## src/design/acd_pkg.sv

```systemverilog
// Functional notes
// primary bit-clock low byte: zero means 512, one means 1, others literal
// secondary bit-clock low byte decodes like the primary one
// top bit joined with low byte reaches 511 at most below the zero case
// automatic clock detection replaces programmed bit-clock ratios
// six-bit N-M field: zero means 64, others literal; ignored under auto
// both low bytes and the N-M field reset to one
// reserved bits read zero; software writes only their reset values
// core enable bit 2 turns the N divider on
// core enable bit 1 turns the M divider on
// core enable bit 0 turns the PDM clock divider on
// bits 7 and 6 turn on ADC matching and ADC modulator dividers
// bits 5 and 4 turn on DAC matching and DAC modulator dividers
// bits 3 and 2 turn on primary and secondary bit-clock dividers
// bits 1 and 0 turn on primary and secondary frame dividers
// both enable registers reset to zero, all dividers off
// each bit-clock ratio takes its top bit from a separate input
// modulator ratio codes 0,1,2 give divide by 1,2,4; 3 reserved
// disabled divider holds output low, counter cleared; else ratio cycles per period
// ratio changes are taken only at a period boundary
package acd_pkg;
  // ---------------------------------------------------------------
  // register map
  // ---------------------------------------------------------------
  localparam logic [7:0] OFS_PRI_LOW  = 8'h3C;
  localparam logic [7:0] OFS_SEC_LOW  = 8'h3D;
  localparam logic [7:0] OFS_NM       = 8'h3E;
  localparam logic [7:0] OFS_CORE_EN  = 8'h44;
  localparam logic [7:0] OFS_CONV_EN  = 8'h45;
  localparam logic [7:0] RST_LOW      = 8'h01;
  localparam logic [7:0] RST_NM       = 8'h01;
  localparam logic [7:0] RST_EN       = 8'h00;
  localparam logic [7:0] NM_MASK      = 8'h3F;
  localparam logic [7:0] CORE_MASK    = 8'h07;
  // ---------------------------------------------------------------
  // field positions
  // ---------------------------------------------------------------
  localparam int BIT_N_ON       = 2;
  localparam int BIT_M_ON       = 1;
  localparam int BIT_PDM_ON     = 0;
  localparam int BIT_ADC_MATCH  = 7;
  localparam int BIT_ADC_MOD    = 6;
  localparam int BIT_DAC_MATCH  = 5;
  localparam int BIT_DAC_MOD    = 4;
  localparam int BIT_PRI_BCLK   = 3;
  localparam int BIT_SEC_BCLK   = 2;
  localparam int BIT_PRI_FRAME  = 1;
  localparam int BIT_SEC_FRAME  = 0;
  // ---------------------------------------------------------------
  // divider ratios
  // ---------------------------------------------------------------
  localparam int RATIO_W = 10;
  localparam logic [RATIO_W-1:0] BITCLK_ZERO_RATIO = 10'h200;
  localparam logic [RATIO_W-1:0] NM_ZERO_RATIO     = 10'h040;
  localparam logic [RATIO_W-1:0] RATIO_ONE         = 10'h001;
  localparam logic [RATIO_W-1:0] RATIO_TWO         = 10'h002;
  localparam logic [RATIO_W-1:0] RATIO_FOUR        = 10'h004;
  localparam int DIV_PRI = 0;
  localparam int DIV_SEC = 1;
  localparam int DIV_NM  = 2;
  localparam int DIV_ADC = 3;
  localparam int DIV_DAC = 4;
  localparam int DIV_NUM = 5;

  function automatic logic [RATIO_W-1:0] bitclk_ratio(input logic top, input logic [7:0] low);
    logic [8:0] code;
    code = {top, low};
    if (code == 9'h000) begin
      bitclk_ratio = BITCLK_ZERO_RATIO;
    end else begin
      bitclk_ratio = {1'b0, code};
    end
  endfunction

  function automatic logic [RATIO_W-1:0] nm_ratio(input logic [5:0] code);
    if (code == 6'h00) begin
      nm_ratio = NM_ZERO_RATIO;
    end else begin
      nm_ratio = {4'h0, code};
    end
  endfunction

  function automatic logic [RATIO_W-1:0] mod_ratio(input logic [1:0] code);
    case (code)
      2'h1:    mod_ratio = RATIO_TWO;
      2'h2:    mod_ratio = RATIO_FOUR;
      default: mod_ratio = RATIO_ONE;
    endcase
  endfunction
endpackage

```

## src/design/acd_div_if.sv

```systemverilog
`timescale 1ns/1ps
interface acd_div_if
  import acd_pkg::*;
  ();
  logic               en;
  logic [RATIO_W-1:0] ratio;
  logic               tick;
  logic               lvl;
  modport ctrl (output en, output ratio, input tick, input lvl);
  modport div  (input en, input ratio, output tick, output lvl);
endinterface

```

## src/design/acd_divider.sv

```systemverilog
`timescale 1ns/1ps
module acd_divider
  import acd_pkg::*;
  (
  // clock and reset
  input  wire logic clk,
  input  wire logic rst_n,
  // divider control
  acd_div_if.div    d
);
  typedef struct packed {
    logic [RATIO_W-1:0] cnt;
    logic [RATIO_W-1:0] ratio;
    logic               run;
    logic               lvl;
    logic               tick;
  } acd_div_state_t;

  acd_div_state_t st_r;
  acd_div_state_t st_nxt;
  logic [RATIO_W:0] half;
  logic [RATIO_W-1:0] cnt_inc;

  // ---------------------------------------------------------------
  // period counter
  // ---------------------------------------------------------------
  always_comb begin
    st_nxt   = st_r;
    st_nxt.tick = 1'b0;
    half     = ({1'b0, st_r.ratio} + 11'h001) >> 1;
    cnt_inc  = st_r.cnt + RATIO_ONE;
    if (!d.en) begin
      st_nxt.cnt   = '0;
      st_nxt.run   = 1'b0;
      st_nxt.lvl   = 1'b0;
      st_nxt.ratio = d.ratio;
    end else if (!st_r.run || (st_r.cnt == st_r.ratio - RATIO_ONE)) begin
      st_nxt.cnt   = '0;
      st_nxt.ratio = d.ratio;
      st_nxt.run   = 1'b1;
      st_nxt.tick  = 1'b1;
      st_nxt.lvl   = 1'b1;
    end else begin
      st_nxt.cnt   = cnt_inc;
      st_nxt.lvl   = ({1'b0, cnt_inc} < half);
    end
  end

  always_ff @(posedge clk or negedge rst_n) begin
    if (!rst_n) begin
      st_r <= '0;
    end else begin
      st_r <= st_nxt;
    end
  end

  assign d.tick = st_r.tick;
  assign d.lvl  = st_r.lvl;
endmodule

```

## src/design/acd_clock_config.sv

```systemverilog
`timescale 1ns/1ps
module acd_clock_config
  import acd_pkg::*;
  (
  // clock and reset
  input  wire logic               SYS_CLK,
  input  wire logic               ARST_N,
  // register port
  input  wire logic [7:0]         REG_ADDR,
  input  wire logic               REG_WR,
  input  wire logic [7:0]         REG_WDATA,
  input  wire logic               REG_RD,
  output logic      [7:0]         REG_RDATA,
  // neighbouring fields
  input  wire logic               PRIMARY_BITCLK_RATIO_TOP,
  input  wire logic               SECONDARY_BITCLK_RATIO_TOP,
  input  wire logic [1:0]         ADC_MODULATOR_RATIO,
  input  wire logic [1:0]         DAC_MODULATOR_RATIO,
  // automatic clock detection
  input  wire logic               AUTO_DETECT_EN,
  input  wire logic [RATIO_W-1:0] AUTO_PRI_BITCLK_RATIO,
  input  wire logic [RATIO_W-1:0] AUTO_SEC_BITCLK_RATIO,
  input  wire logic [RATIO_W-1:0] AUTO_NM_RATIO,
  // divider enables to the clock tree
  output logic                    N_DIVIDER_ON,
  output logic                    M_DIVIDER_ON,
  output logic                    PDM_CLOCK_DIVIDER_ON,
  output logic                    ADC_MATCHING_DIVIDER_ON,
  output logic                    DAC_MATCHING_DIVIDER_ON,
  output logic                    PRIMARY_FRAME_DIVIDER_ON,
  output logic                    SECONDARY_FRAME_DIVIDER_ON,
  // divided clocks
  output logic                    PRIMARY_BITCLK_CLK,
  output logic                    PRIMARY_BITCLK_TICK,
  output logic                    SECONDARY_BITCLK_CLK,
  output logic                    SECONDARY_BITCLK_TICK,
  output logic                    ANALOG_NM_CLK,
  output logic                    ANALOG_NM_TICK,
  output logic                    ADC_MODULATOR_CLK,
  output logic                    ADC_MODULATOR_TICK,
  output logic                    DAC_MODULATOR_CLK,
  output logic                    DAC_MODULATOR_TICK
);
  typedef struct packed {
    logic [7:0] pri_low;
    logic [7:0] sec_low;
    logic [7:0] nm;
    logic [7:0] core_en;
    logic [7:0] conv_en;
    logic [7:0] rdata;
  } acd_cfg_state_t;

  acd_cfg_state_t    st_r;
  acd_cfg_state_t    st_nxt;
  logic [1:0]        rst_sync_r;
  logic              rst_n;
  logic [DIV_NUM-1:0] div_en;
  logic [RATIO_W-1:0] div_ratio [DIV_NUM];
  logic [DIV_NUM-1:0] div_tick;
  logic [DIV_NUM-1:0] div_lvl;

  // ---------------------------------------------------------------
  // reset release
  // ---------------------------------------------------------------
  always_ff @(posedge SYS_CLK or negedge ARST_N) begin
    if (!ARST_N) begin
      rst_sync_r <= 2'h0;
    end else begin
      rst_sync_r <= {rst_sync_r[0], 1'b1};
    end
  end
  assign rst_n = rst_sync_r[1];

  // ---------------------------------------------------------------
  // register file
  // ---------------------------------------------------------------
  always_comb begin
    st_nxt = st_r;
    if (REG_WR) begin
      case (REG_ADDR)
        OFS_PRI_LOW: st_nxt.pri_low = REG_WDATA;
        OFS_SEC_LOW: st_nxt.sec_low = REG_WDATA;
        OFS_NM:      st_nxt.nm      = REG_WDATA & NM_MASK;
        OFS_CORE_EN: st_nxt.core_en = REG_WDATA & CORE_MASK;
        OFS_CONV_EN: st_nxt.conv_en = REG_WDATA;
        default:     st_nxt.rdata   = st_nxt.rdata;
      endcase
    end
    if (REG_RD) begin
      case (REG_ADDR)
        OFS_PRI_LOW: st_nxt.rdata = st_r.pri_low;
        OFS_SEC_LOW: st_nxt.rdata = st_r.sec_low;
        OFS_NM:      st_nxt.rdata = st_r.nm & NM_MASK;
        OFS_CORE_EN: st_nxt.rdata = st_r.core_en & CORE_MASK;
        OFS_CONV_EN: st_nxt.rdata = st_r.conv_en;
        default:     st_nxt.rdata = 8'h00;
      endcase
    end
  end

  always_ff @(posedge SYS_CLK or negedge rst_n) begin
    if (!rst_n) begin
      st_r.pri_low <= RST_LOW;
      st_r.sec_low <= RST_LOW;
      st_r.nm      <= RST_NM;
      st_r.core_en <= RST_EN;
      st_r.conv_en <= RST_EN;
      st_r.rdata   <= 8'h00;
    end else begin
      st_r <= st_nxt;
    end
  end

  assign REG_RDATA = st_r.rdata;

  // ---------------------------------------------------------------
  // enables
  // ---------------------------------------------------------------
  assign N_DIVIDER_ON               = st_r.core_en[BIT_N_ON];
  assign M_DIVIDER_ON               = st_r.core_en[BIT_M_ON];
  assign PDM_CLOCK_DIVIDER_ON       = st_r.core_en[BIT_PDM_ON];
  assign ADC_MATCHING_DIVIDER_ON    = st_r.conv_en[BIT_ADC_MATCH];
  assign DAC_MATCHING_DIVIDER_ON    = st_r.conv_en[BIT_DAC_MATCH];
  assign PRIMARY_FRAME_DIVIDER_ON   = st_r.conv_en[BIT_PRI_FRAME];
  assign SECONDARY_FRAME_DIVIDER_ON = st_r.conv_en[BIT_SEC_FRAME];

  assign div_en[DIV_PRI] = st_r.conv_en[BIT_PRI_BCLK];
  assign div_en[DIV_SEC] = st_r.conv_en[BIT_SEC_BCLK];
  assign div_en[DIV_NM]  = st_r.core_en[BIT_N_ON] & st_r.core_en[BIT_M_ON];
  assign div_en[DIV_ADC] = st_r.conv_en[BIT_ADC_MOD];
  assign div_en[DIV_DAC] = st_r.conv_en[BIT_DAC_MOD];

  // ---------------------------------------------------------------
  // ratio selection
  // ---------------------------------------------------------------
  always_comb begin
    if (AUTO_DETECT_EN) begin
      div_ratio[DIV_PRI] = AUTO_PRI_BITCLK_RATIO;
      div_ratio[DIV_SEC] = AUTO_SEC_BITCLK_RATIO;
      div_ratio[DIV_NM]  = AUTO_NM_RATIO;
    end else begin
      div_ratio[DIV_PRI] = bitclk_ratio(PRIMARY_BITCLK_RATIO_TOP, st_r.pri_low);
      div_ratio[DIV_SEC] = bitclk_ratio(SECONDARY_BITCLK_RATIO_TOP, st_r.sec_low);
      div_ratio[DIV_NM]  = nm_ratio(st_r.nm[5:0]);
    end
    div_ratio[DIV_ADC] = mod_ratio(ADC_MODULATOR_RATIO);
    div_ratio[DIV_DAC] = mod_ratio(DAC_MODULATOR_RATIO);
  end

  // ---------------------------------------------------------------
  // dividers
  // ---------------------------------------------------------------
  for (genvar i = 0; i < DIV_NUM; i++) begin : g_div
    acd_div_if link ();
    assign link.en     = div_en[i];
    assign link.ratio  = div_ratio[i];
    assign div_tick[i] = link.tick;
    assign div_lvl[i]  = link.lvl;
    acd_divider u_div (
      .clk   (SYS_CLK),
      .rst_n (rst_n),
      .d     (link.div)
    );
  end

  assign PRIMARY_BITCLK_CLK    = div_lvl[DIV_PRI];
  assign PRIMARY_BITCLK_TICK   = div_tick[DIV_PRI];
  assign SECONDARY_BITCLK_CLK  = div_lvl[DIV_SEC];
  assign SECONDARY_BITCLK_TICK = div_tick[DIV_SEC];
  assign ANALOG_NM_CLK         = div_lvl[DIV_NM];
  assign ANALOG_NM_TICK        = div_tick[DIV_NM];
  assign ADC_MODULATOR_CLK     = div_lvl[DIV_ADC];
  assign ADC_MODULATOR_TICK    = div_tick[DIV_ADC];
  assign DAC_MODULATOR_CLK     = div_lvl[DIV_DAC];
  assign DAC_MODULATOR_TICK    = div_tick[DIV_DAC];
endmodule

```

## config.mk

```make
export PLATFORM = sky130hd
export DESIGN_NAME = acd_clock_config
export DESIGN_NICKNAME = d
export VERILOG_FILES = /design/src/design/acd_pkg.sv /design/src/design/acd_div_if.sv /design/src/design/acd_divider.sv /design/src/design/acd_clock_config.sv
export SDC_FILE = /design/constraint.sdc
export NUM_CORES = 1
export LEC_CHECK = 0
export ABC_AREA = 1
export BUFFER_PORTS_ARGS = -buffer_cell sky130_fd_sc_hd__buf_4
export CORE_MARGIN = 10
export CORE_UTILIZATION = 25
export DETAILED_ROUTE_END_ITERATION = 10
export SLEW_MARGIN = 15
export SYNTH_ARGS = -nofsm -noshare
export SYNTH_HDL_FRONTEND = slang
export SYNTH_SLANG_ARGS = --single-unit
```

## constraint.sdc

```tcl
create_clock -name SYS_CLK -period 5.25 [get_ports SYS_CLK]
set_input_delay 0.525 -clock SYS_CLK [delete_from_list [all_inputs] [get_ports SYS_CLK]]
set_output_delay 0.525 -clock SYS_CLK [all_outputs]
set_load 0.05 [all_outputs]
```

==> results.yml, run 1 <==
placed_design:
  numPortBuffers: 81
  hpwl_mm: 19.5
  gp_congestion: 0.874
clocking:
  htree_levels: 4
  cts_buffers: 17
  post_cts_buffers: 0
  clkTransAtPathRegs_ns: 0.06
  clk_path_buf_depth: 2
  cts_tree: "done"
  cts_hold_buf: 1
  cts_resized: 0
  cts_sinks: 144
  clk_latency_ns: 0.43
  cts-root-buf: "clkbuf_16"
detailed_routing:
  vias_per_cell: 4.41
  drtIter0Drc: 624
  num_vias: 8035
  wirelength_mm: 25.0
  drc: 0
  first_pass_iters: 7
  ant_nets: 0
  avgRoutedWirePerCell_um: 13.7
yosys:
  synthMuxAreaShare_pct: 0
  ys_seq_area_share_pct: 38.4
  synth_top_family_by_area: "simple AND/OR/NAND/NOR gates"
  yosys-top-cells-count: "nand2_1, inv_1, dfrtp_1"
  synthDistinctLibCells: 42
  synth_edf_count: 0
  synth_largest_area_cell: "dfrtp_1"
  synth-compound-area-share_pct: 6.00
  synth_fa_ha_area_share_pct: 6.93
  ys.flop_type: "dfrtp_1"
  syn-num-nets: 1368
  yosysMostFrequentCell: "nand2_1"
  async_flop_share_pct: 100
  yosys.area_share.simple_pct: 29.9
  synth_seq_cells: 144
  synth.avg_cell_area_um2: 7.46
  synthCells: 1259
  synth_area_um2: 9390
  synth_top_area_share_pct: 37.6
  synthXorXnorAreaFrac_pct: 8.30
  synth_area_leaders: "dfrtp_1, nand2_1, ha_1"
  yosys_warnings: 0
timing:
  maxSlewHeadroom_pct: 50.3
  fin_worst_skew_ns: 0.00938
  post-route-period-util_pct: 48.8
  fmax_mhz: 390
  period_needed_ns: 2.56
  finalSetupTns_ns: 0
  hold_viol_final: 0
  worst_slew_pin_slew_ns: 0.745
  finalSetupViolations: 0
  final_max_slew_viol_count: 0
  rsz0062_at_grt: "false"
global_routing:
  grt_max_degree: 56
  grt_pass1_wl_mm: 40.5
  first_global_vias: 7878
  antenna_found_initial: 0
  grtUsageTotal_pct: 11.0
  grt_overflow: 0
power_and_ir_drop:
  power_density_nw_per_um2: 324
  power_leakage_nw: 5.48
  switching_share_pct: 33.9
  internal_power_w: 0.00235
  power_frac_clock_pct: 36.9
  seqPwrFrac_pct: 38.1
  vdd_ir_drop_max_mv: 0.168
  pwr-share-comb_pct: 25.0
  p_switching_w: 0.00120
setup_path:
  crit_arrival_ns: 2.87
  end_kind: "register"
  rr_startpoint: "g_div[0].u_div.st_r[3]"
  cp.required_ns: 5.56
  ff2ff_path_depth: 13
  r2r_slack_ns: 2.69
  crit_type: "reg2reg"
  r2r-end: "g_div[0].u_div.st_r[7]"
  start_kind: "register"
  path_max_fanout: 20
layout:
  finish.utilization_pct: 29.7
  num_antenna_cells: 0
  fillers: 3966
  layout-drive-gt1-share_pct: 11.4
  fin_nets: 1416
  area_growth_pct: 16.8
floorplanning:
  ios: 82
  dieArea_um2: 45700
  placementRows: 70
  start_util_pct: 25.5
  die_w_um: 214
  core_um2: 36900
  die_h_um: 214
outcome:
  status: "finished, final reports clean"
flow_run:
  maxCapViolations: 0
min_path:
  min_path_cells: 3
  hold_class: "in2reg"
  holdCritStartpoint: "REG_WDATA[2]"
  min_to: "N_DIVIDER_ON"
metal layers:
metal | vias to the layer above | share of wire [%] | global-route usage, % | wire length (um)
met3 | 30 | 4.2 | 2.22 | 1040
met2 | 167 | 48 | 18.3 | 12000
li1 | 4062 | - | - | -
met1 | 3776 | 46 | 14.3 | 11500
met4 | 0 | 1.7 | 2.84 | 436
met5 | - | 0 | 0 | 0
worst max path at each step:
stage / cells after the start / end / start / slack, ns
6_report: 13 / g_div[0].u_div.st_r[7] / g_div[0].u_div.st_r[3] / 2.69
5_1_grt: 13 / g_div[0].u_div.st_r[7] / g_div[0].u_div.st_r[3] / 2.47
4_1_cts: 13 / g_div[0].u_div.st_r[7] / g_div[0].u_div.st_r[3] / 2.69
3_5_place_dp: 13 / g_div[0].u_div.st_r[5] / g_div[0].u_div.st_r[3] / 2.73
3_3_place_gp: 13 / g_div[0].u_div.st_r[7] / g_div[0].u_div.st_r[3] / 2.84
2_1_floorplan: 0 / ADC_MATCHING_DIVIDER_ON / rst_sync_r[1] / 0.95
area by class of cell:
cell class	count	area, um^2	share of cell area [%]
well taps	504	631	5.75
clock inverters	13	185	1.69
multi-input cells	888	4810	43.9
inverters	172	651	5.94
flip-flops and latches	144	3610	32.9
repair buffers	84	633	5.78
clock buffers	19	443	4.04
layout by cell type, fill, tap and decap left out, types with 2 or more instances in the layout:
master,count
clkinv_2,3
nand2_2,3
nor2_4,6
nand3_2,5
nand2_1,341
clkinv_4,2
o2111ai_1,4
inv_6,3
dfstp_2,3
o22ai_1,4
nor2_2,7
nand3b_1,2
nand3_1,71
dfrtp_1,140
o21ai_0,73
inv_1,165
xnor2_1,22
nor2_1,132
o41ai_1,3
nor3_1,13
clkbuf_16,17
clkinvlp_4,2
buf_4,83
inv_2,5
a21oi_1,20
bufinv_16,4
nor3_2,2
nand4_1,50
ha_1,52
xor2_1,67
per-stage QoR:
step	total power, W	hold WS (ns)	area (um^2)	setup slack [ns]	instances
after detailed placement	0.00226	0.309	10300	2.73	1791
after global placement	0.00224	0.308	10300	2.84	1791
after CTS	0.00358	0.317	11000	2.69	1824
after floorplan	0.00204	0.229	9390	0.946	1259
after global routing	0.00378	0.311	11000	2.47	1824
final	0.00355	0.326	11000	2.69	1824
cell families after synthesis:
kind of cell	count (synthesis)
buffers and inverters	227
DFF	144
adders and majority gates	52
AOI/OAI and AO/OA	106
xor gates and xnor gates	89
and+or+nand+nor	640
other	1
power by group through the flow:
stage	Clock [W]	Combinational, W	Sequential, W
after floorplan	0	0.000704	0.00134
after global placement	0	0.000869	0.00137
after detailed placement	0	0.000887	0.00137
after CTS	0.00133	0.000895	0.00135
after global routing	0.00139	0.00102	0.00137
final	0.00131	0.000888	0.00135
flip-flops by register name, summed over array words and instances (netlist names):
name / count
DAC_MATCHING_DIVIDER_ON: 1
PRIMARY_FRAME_DIVIDER_ON: 1
SECONDARY_FRAME_DIVIDER_ON: 1
M_DIVIDER_ON: 1
st_r: 22
g_div.u_div.d.tick: 5
g_div.u_div.d.lvl: 5
ADC_MATCHING_DIVIDER_ON: 1
REG_RDATA: 8
rst_sync_r: 2
g_div.u_div.st_r: 91
N_DIVIDER_ON: 1
div_en: 4
PDM_CLOCK_DIVIDER_ON: 1
critical path: stages, from the launching register on:
cell     delay [ns]
dfrtp_1        0.41
inv_1          0.15
ha_1           0.26
nand2_2        0.10
nor2_4         0.12
nand3_1        0.10
nand2_1        0.09
nand2_1        0.04
nand2_1        0.06
nor2_1         0.04
nand3_1        0.32
nand3_2        0.48
nand2_1        0.18
nand2_1        0.08
Note: power is estimated with default switching activity, not from simulation.
==> run 2, diff against run 1 <==
==> constraint.sdc (replaced) <==
create_clock -name SYS_CLK -period 2.46 [get_ports SYS_CLK]
set_input_delay 0.246 -clock SYS_CLK [delete_from_list [all_inputs] [get_ports SYS_CLK]]
set_output_delay 0.246 -clock SYS_CLK [all_outputs]
set_load 0.05 [all_outputs]
==> results.yml, run 2 (synthesized netlist as in run 1, its figures left out) <==
outcome:
  status: "finished, final reports clean"
timing:
  finalSetupViolations: 0
  fin_worst_skew_ns: 0.00960
  period_needed_ns: 2.18
  worst_slew_pin_slew_ns: 0.573
  fmax_mhz: 459
  maxSlewHeadroom_pct: 61.7
  rsz0062_at_grt: "false"
  final_max_slew_viol_count: 0
  finalSetupTns_ns: 0
  hold_viol_final: 0
  post-route-period-util_pct: 88.5
floorplanning:
  die_h_um: 214
  die_w_um: 214
  placementRows: 70
  core_um2: 36900
  start_util_pct: 25.5
  ios: 82
  dieArea_um2: 45700
detailed_routing:
  num_vias: 8084
  first_pass_iters: 5
  drtIter0Drc: 598
  avgRoutedWirePerCell_um: 13.7
  wirelength_mm: 25.2
  vias_per_cell: 4.41
  ant_nets: 0
  drc: 0
setup_path:
  cp.required_ns: 2.76
  start_kind: "register"
  r2r-end: "g_div[0].u_div.st_r[19]"
  end_kind: "register"
  r2r_slack_ns: 0.28
  crit_type: "reg2reg"
  path_max_fanout: 11
  ff2ff_path_depth: 14
  rr_startpoint: "g_div[0].u_div.st_r[3]"
  crit_arrival_ns: 2.48
  critPathLaunch: "g_div[0].u_div.st_r[3]"
flow_run:
  maxCapViolations: 0
power_and_ir_drop:
  vdd_ir_drop_max_mv: 0.361
  power_density_nw_per_um2: 672
  power_leakage_nw: 5.53
layout:
  area_growth_pct: 17.7
  largest_register: "g_div.u_div.st_r"
  layout_common_cells: "nand2_1, inv_1, dfrtp_1"
  fin_nets: 1427
  layout-drive-gt1-share_pct: 12.2
  largest_register_ff_count: 91
  num_antenna_cells: 0
  finish.utilization_pct: 30.0
  layout_commonest_cell: "nand2_1"
placed_design:
  gp_congestion: 0.892
  numPortBuffers: 81
  hpwl_mm: 19.7
global_routing:
  grt_pass1_wl_mm: 41.0
  antenna_found_initial: 0
  grtUsageTotal_pct: 11.2
  grt_overflow: 0
  first_global_vias: 7853
  grt_max_degree: 53
clocking:
  clkTransAtPathRegs_ns: 0.07
  cts_buffers: 17
  post_cts_buffers: 0
  clk_path_buf_depth: 2
  cts_sinks: 144
  clk_latency_ns: 0.42
  cts_tree: "done"
  htree_levels: 4
  cts-root-buf: "clkbuf_16"
min_path:
  min_to: "PDM_CLOCK_DIVIDER_ON"
  holdCritStartpoint: "REG_WDATA[0]"
  min_path_cells: 3
  hold_class: "in2reg"
## run 2: cell types whose count changed in the layout (fill, tap and decap cells not counted), sizes merged
| cell | change |
|---|---|
| clkinvlp | -1 |
| buf | +11 |
| inv | +3 |
| bufinv | -3 |
| clkinv | -3 |
| clkbuf | +4 |
## run 2: per-layer routing
metal	part of all wire [%]	wire length [um]	GRT usage (%)	vias to the layer above
li1	-	-	-	4076
met1	48	12200	15.1	3822
met2	45	11400	17.5	168
met3	5.1	1280	2.61	18
met4	1.3	326	3.01	0
met5	0	0	0	-
## run 2: layout make-up
cell class | instances | area [um^2]
clock buffer | 23 | 488
fill | 3980 | 25800
tap | 504 | 631
multi-input combinational | 888 | 4820
sequential | 144 | 3610
inverter | 172 | 651
clock inverter | 9 | 97.6
timing repair buffer | 95 | 753
## run 2: worst max path at each step
stage                                   end  cells past startpoint
floorplan           ADC_MATCHING_DIVIDER_ON                      0
global placement    g_div[2].u_div.st_r[11]                     13
detailed placement     g_div[0].u_div.d.lvl                     12
CTS                    g_div[0].u_div.d.lvl                     12
global route           g_div[2].u_div.d.lvl                     14
finish              g_div[0].u_div.st_r[19]                     14
## run 2: per-stage QoR
| stage | power, W | cell area, um^2 | std cells | setup WS [ns] | hold WS (ns) |
|---|---|---|---|---|---|
| 3_5_place_dp | 0.00486 | 10400 | 1802 | 0.199 | 0.0295 |
| 2_1_floorplan | 0.00436 | 9390 | 1259 | 0.0725 | -0.0496 |
| 6_report | 0.00743 | 11100 | 1835 | 0.283 | 0.0464 |
| 3_3_place_gp | 0.00481 | 10400 | 1802 | 0.232 | 0.0291 |
| 4_1_cts | 0.00750 | 11000 | 1835 | 0.186 | 0.0318 |
| 5_1_grt | 0.00789 | 11100 | 1835 | 0.00317 | 0.0433 |
## run 2: power breakdown
group | switching, W | internal [W] | total (W)
Sequential | 0.000311 | 0.00256 | 0.00287
Clock | 0.00108 | 0.00152 | 0.00260
Combinational | 0.00121 | 0.000742 | 0.00195
Total | 0.00260 | 0.00483 | 0.00743
## run 2: repair_timing
| item | 4_1_cts | 5_1_grt |
|---|---|---|
| setup endpoints to repair | 0 | 8 |
| hold endpoints to repair | 2 | 0 |
| gates resized for setup | 0 | 3 |
| hold buffers | 1 | 0 |
## run 2: worst max-delay path, stage by stage, from the launching register on
cell     delay, ns
dfrtp_1       0.42
inv_1         0.16
ha_1          0.26
nand2_2       0.10
nor2_4        0.11
nand2_1       0.06
nand2_1       0.08
nand2_1       0.05
nand2_1       0.05
nand2_1       0.05
nor2_1        0.10
nand3_1       0.12
nand3_2       0.20
buf_4         0.23
nor2_1        0.06
==> run 3, diff against run 2 <==
--- a/config.mk
+++ b/config.mk
@@ -5,7 +5,6 @@
 export SDC_FILE = /design/constraint.sdc
 export NUM_CORES = 1
 export LEC_CHECK = 0
-export ABC_AREA = 1
 export BUFFER_PORTS_ARGS = -buffer_cell sky130_fd_sc_hd__buf_4
 export CORE_MARGIN = 10
 export CORE_UTILIZATION = 25
==> results.yml, run 3 <==
outcome:
  status: "finished with violations"
  violations: "negative setup slack"
yosys:
  ys.flop_type: "dfrtp_1"
  ys_seq_area_share_pct: 40.2
  synth_seq_cells: 144
  async_flop_share_pct: 100
  yosys_warnings: 0
  synth.avg_cell_area_um2: 10.0
  synthCells: 892
  yosys-top-cells-count: "dfrtp_1, mux2_2, xnor2_1"
  synth_area_um2: 8960
  synth_largest_area_cell: "dfrtp_1"
  yosysMostFrequentCell: "dfrtp_1"
  synthDistinctLibCells: 64
  syn-num-nets: 1001
  synth_area_leaders: "dfrtp_1, mux2_2, ha_1"
  synth_top_area_share_pct: 39.4
  synth_edf_count: 0
setup_path:
  r2r_slack_ns: -0.07
  crit_type: "reg2reg"
  ff2ff_path_depth: 6
  rr_startpoint: "g_div[2].u_div.st_r[5]"
  r2r-end: "g_div[2].u_div.st_r[6]"
  crit_arrival_ns: 2.84
  start_kind: "register"
  end_kind: "register"
  cp.required_ns: 2.77
  path_max_fanout: 8
layout:
  largest_register_ff_count: 91
  area_growth_pct: 26.9
  layout_commonest_cell: "buf_4"
  fillers: 3605
  fin_nets: 1132
  layout-drive-gt1-share_pct: 30.8
  layout_common_cells: "buf_4, dfrtp_1, mux2_2"
  finish.utilization_pct: 32.0
  stdcell_area_um2: 11400
  largest_register: "g_div.u_div.st_r"
  stdcell_count: 1498
timing:
  fin_worst_skew_ns: 0.0108
  finalSetupViolations: 10
  fmax_mhz: 396
  fin_ws_ns: -0.0678
  finalSetupTns_ns: -0.464
  fin_hold_ws_ns: 0.0644
  worst_slew_pin_slew_ns: 0.508
  maxSlewHeadroom_pct: 65.9
  final_max_slew_viol_count: 0
  post-route-period-util_pct: 103
  rsz0062_at_grt: "true"
  hold_viol_final: 0
  period_needed_ns: 2.53
detailed_routing:
  drtIter0Drc: 411
  avgRoutedWirePerCell_um: 16.9
  first_pass_iters: 6
  ant_nets: 0
  wirelength_mm: 25.3
  num_vias: 7064
  drc: 0
  vias_per_cell: 4.72
global_routing:
  grtUsageTotal_pct: 11.3
  first_global_vias: 7294
  grt_pass1_wl_mm: 39.6
  antenna_found_initial: 3
  grt_max_degree: 39
  grt_overflow: 0
placed_design:
  hpwl_mm: 19.2
  placed_area_um2: 10500
  gp_congestion: 0.891
  numPortBuffers: 81
  post-place-cells: 1451
floorplanning:
  dieArea_um2: 43800
  start_util_pct: 25.3
  placementRows: 69
  die_h_um: 209
  core_um2: 35500
  die_w_um: 209
  ios: 82
min_path:
  min_path_cells: 2
  min_to: "st_r[39]"
  hold_class: "in2reg"
  holdCritStartpoint: "REG_WDATA[7]"
power_and_ir_drop:
  power_leakage_nw: 5.19
  vdd_ir_drop_max_mv: 0.364
  power_density_nw_per_um2: 526
clocking:
  htree_levels: 4
  cts-root-buf: "clkbuf_16"
  cts_buffers: 17
  clkTransAtPathRegs_ns: 0.07
  cts_tree: "done"
  clk_path_buf_depth: 2
  cts_sinks: 144
  clk_latency_ns: 0.43
flow_run:
  maxCapViolations: 0
## run 3: cell types whose count changed in the layout (fill, tap and decap cells not counted), sizes merged, moves of 36 or more
cell	change
nand2	-300
o21ai	-42
mux2	+75
nor2	-97
buf	+72
xnor2	+36
inv	-137
nand4	-41
## run 3: critical path, cell delays in order, from the launching register on
cell and delay [ns]:
dfrtp_1 0.37, or4_4 0.55, or3_1 0.32, a21o_1 0.18
a31o_1 0.22, a311o_2 0.44, mux2_4 0.33
## run 3: layer usage
metal | part of all wire (%) | GRT usage (%)
met3 | 6.3 | 3.30
met5 | 0.051 | 0
met2 | 46 | 18.0
met1 | 45 | 14.2
met4 | 2.2 | 3.85
## run 3: logic make-up (layout without fill, tap and decap cells)
logic type,count (synthesis),in the layout,share of synthesized area [%]
muxes,91,91,11.4
buffers and inverters,95,238,4.48
DFF,144,144,40.2
and+or+nand+nor,271,271,16.0
other,1,2,0.0418
AOI/OAI and AO/OA,125,126,9.56
xor gates and xnor gates,113,113,11.0
adders and majority gates,52,52,7.26
## run 3: layout make-up
cell class	count	area (um^2)	share of cell area [%]
antenna	1	2.50	0.0220
clock buffer	21	470	4.14
clock inverter	11	134	1.18
inverter	39	146	1.29
multi-input combinational	654	5140	45.2
sequential	144	3620	31.8
tap	461	577	5.07
timing repair buffer	167	1290	11.3
## run 3: what timing repair did
action | in CTS | in global routing
pin swaps | 1 | 11
hold endpoints to repair | 2 | 0
gates resized for setup | 8 | 37
buffers inserted | 3 | 8
cloned | 0 | 2
endpoints found under the setup margin | 56 | 61
hold buffers | 1 | 0
## run 3: stage by stage
step	setup WS, ns	total power (W)
global route	-0.148	0.00624
global placement	-0.247	0.00332
floorplan	0.0137	0.00303
finish	-0.0678	0.00598
detailed placement	-0.299	0.00334
CTS	-0.0713	0.00602
## run 3: how the worst max path moves through the flow
| stage | start | endpoint | slack, ns | cells past startpoint |
|---|---|---|---|---|
| floorplan | g_div[2].u_div.st_r[4] | g_div[2].u_div.st_r[5] | 0.01 | 7 |
| global placement | g_div[2].u_div.st_r[5] | g_div[2].u_div.st_r[12] | -0.25 | 7 |
| detailed placement | g_div[2].u_div.st_r[5] | g_div[2].u_div.st_r[11] | -0.30 | 7 |
| CTS | g_div[2].u_div.st_r[5] | g_div[2].u_div.st_r[6] | -0.07 | 6 |
| global route | g_div[2].u_div.st_r[5] | g_div[2].u_div.st_r[6] | -0.15 | 6 |
| finish | g_div[2].u_div.st_r[5] | g_div[2].u_div.st_r[6] | -0.07 | 6 |
## run 3: power by group
group	switching (W)	internal, W	total, W
clock network	0.00107	0.00158	0.00265
registers	0.000102	0.00245	0.00255
logic	0.000413	0.000368	0.000781
total	0.00158	0.00440	0.00598
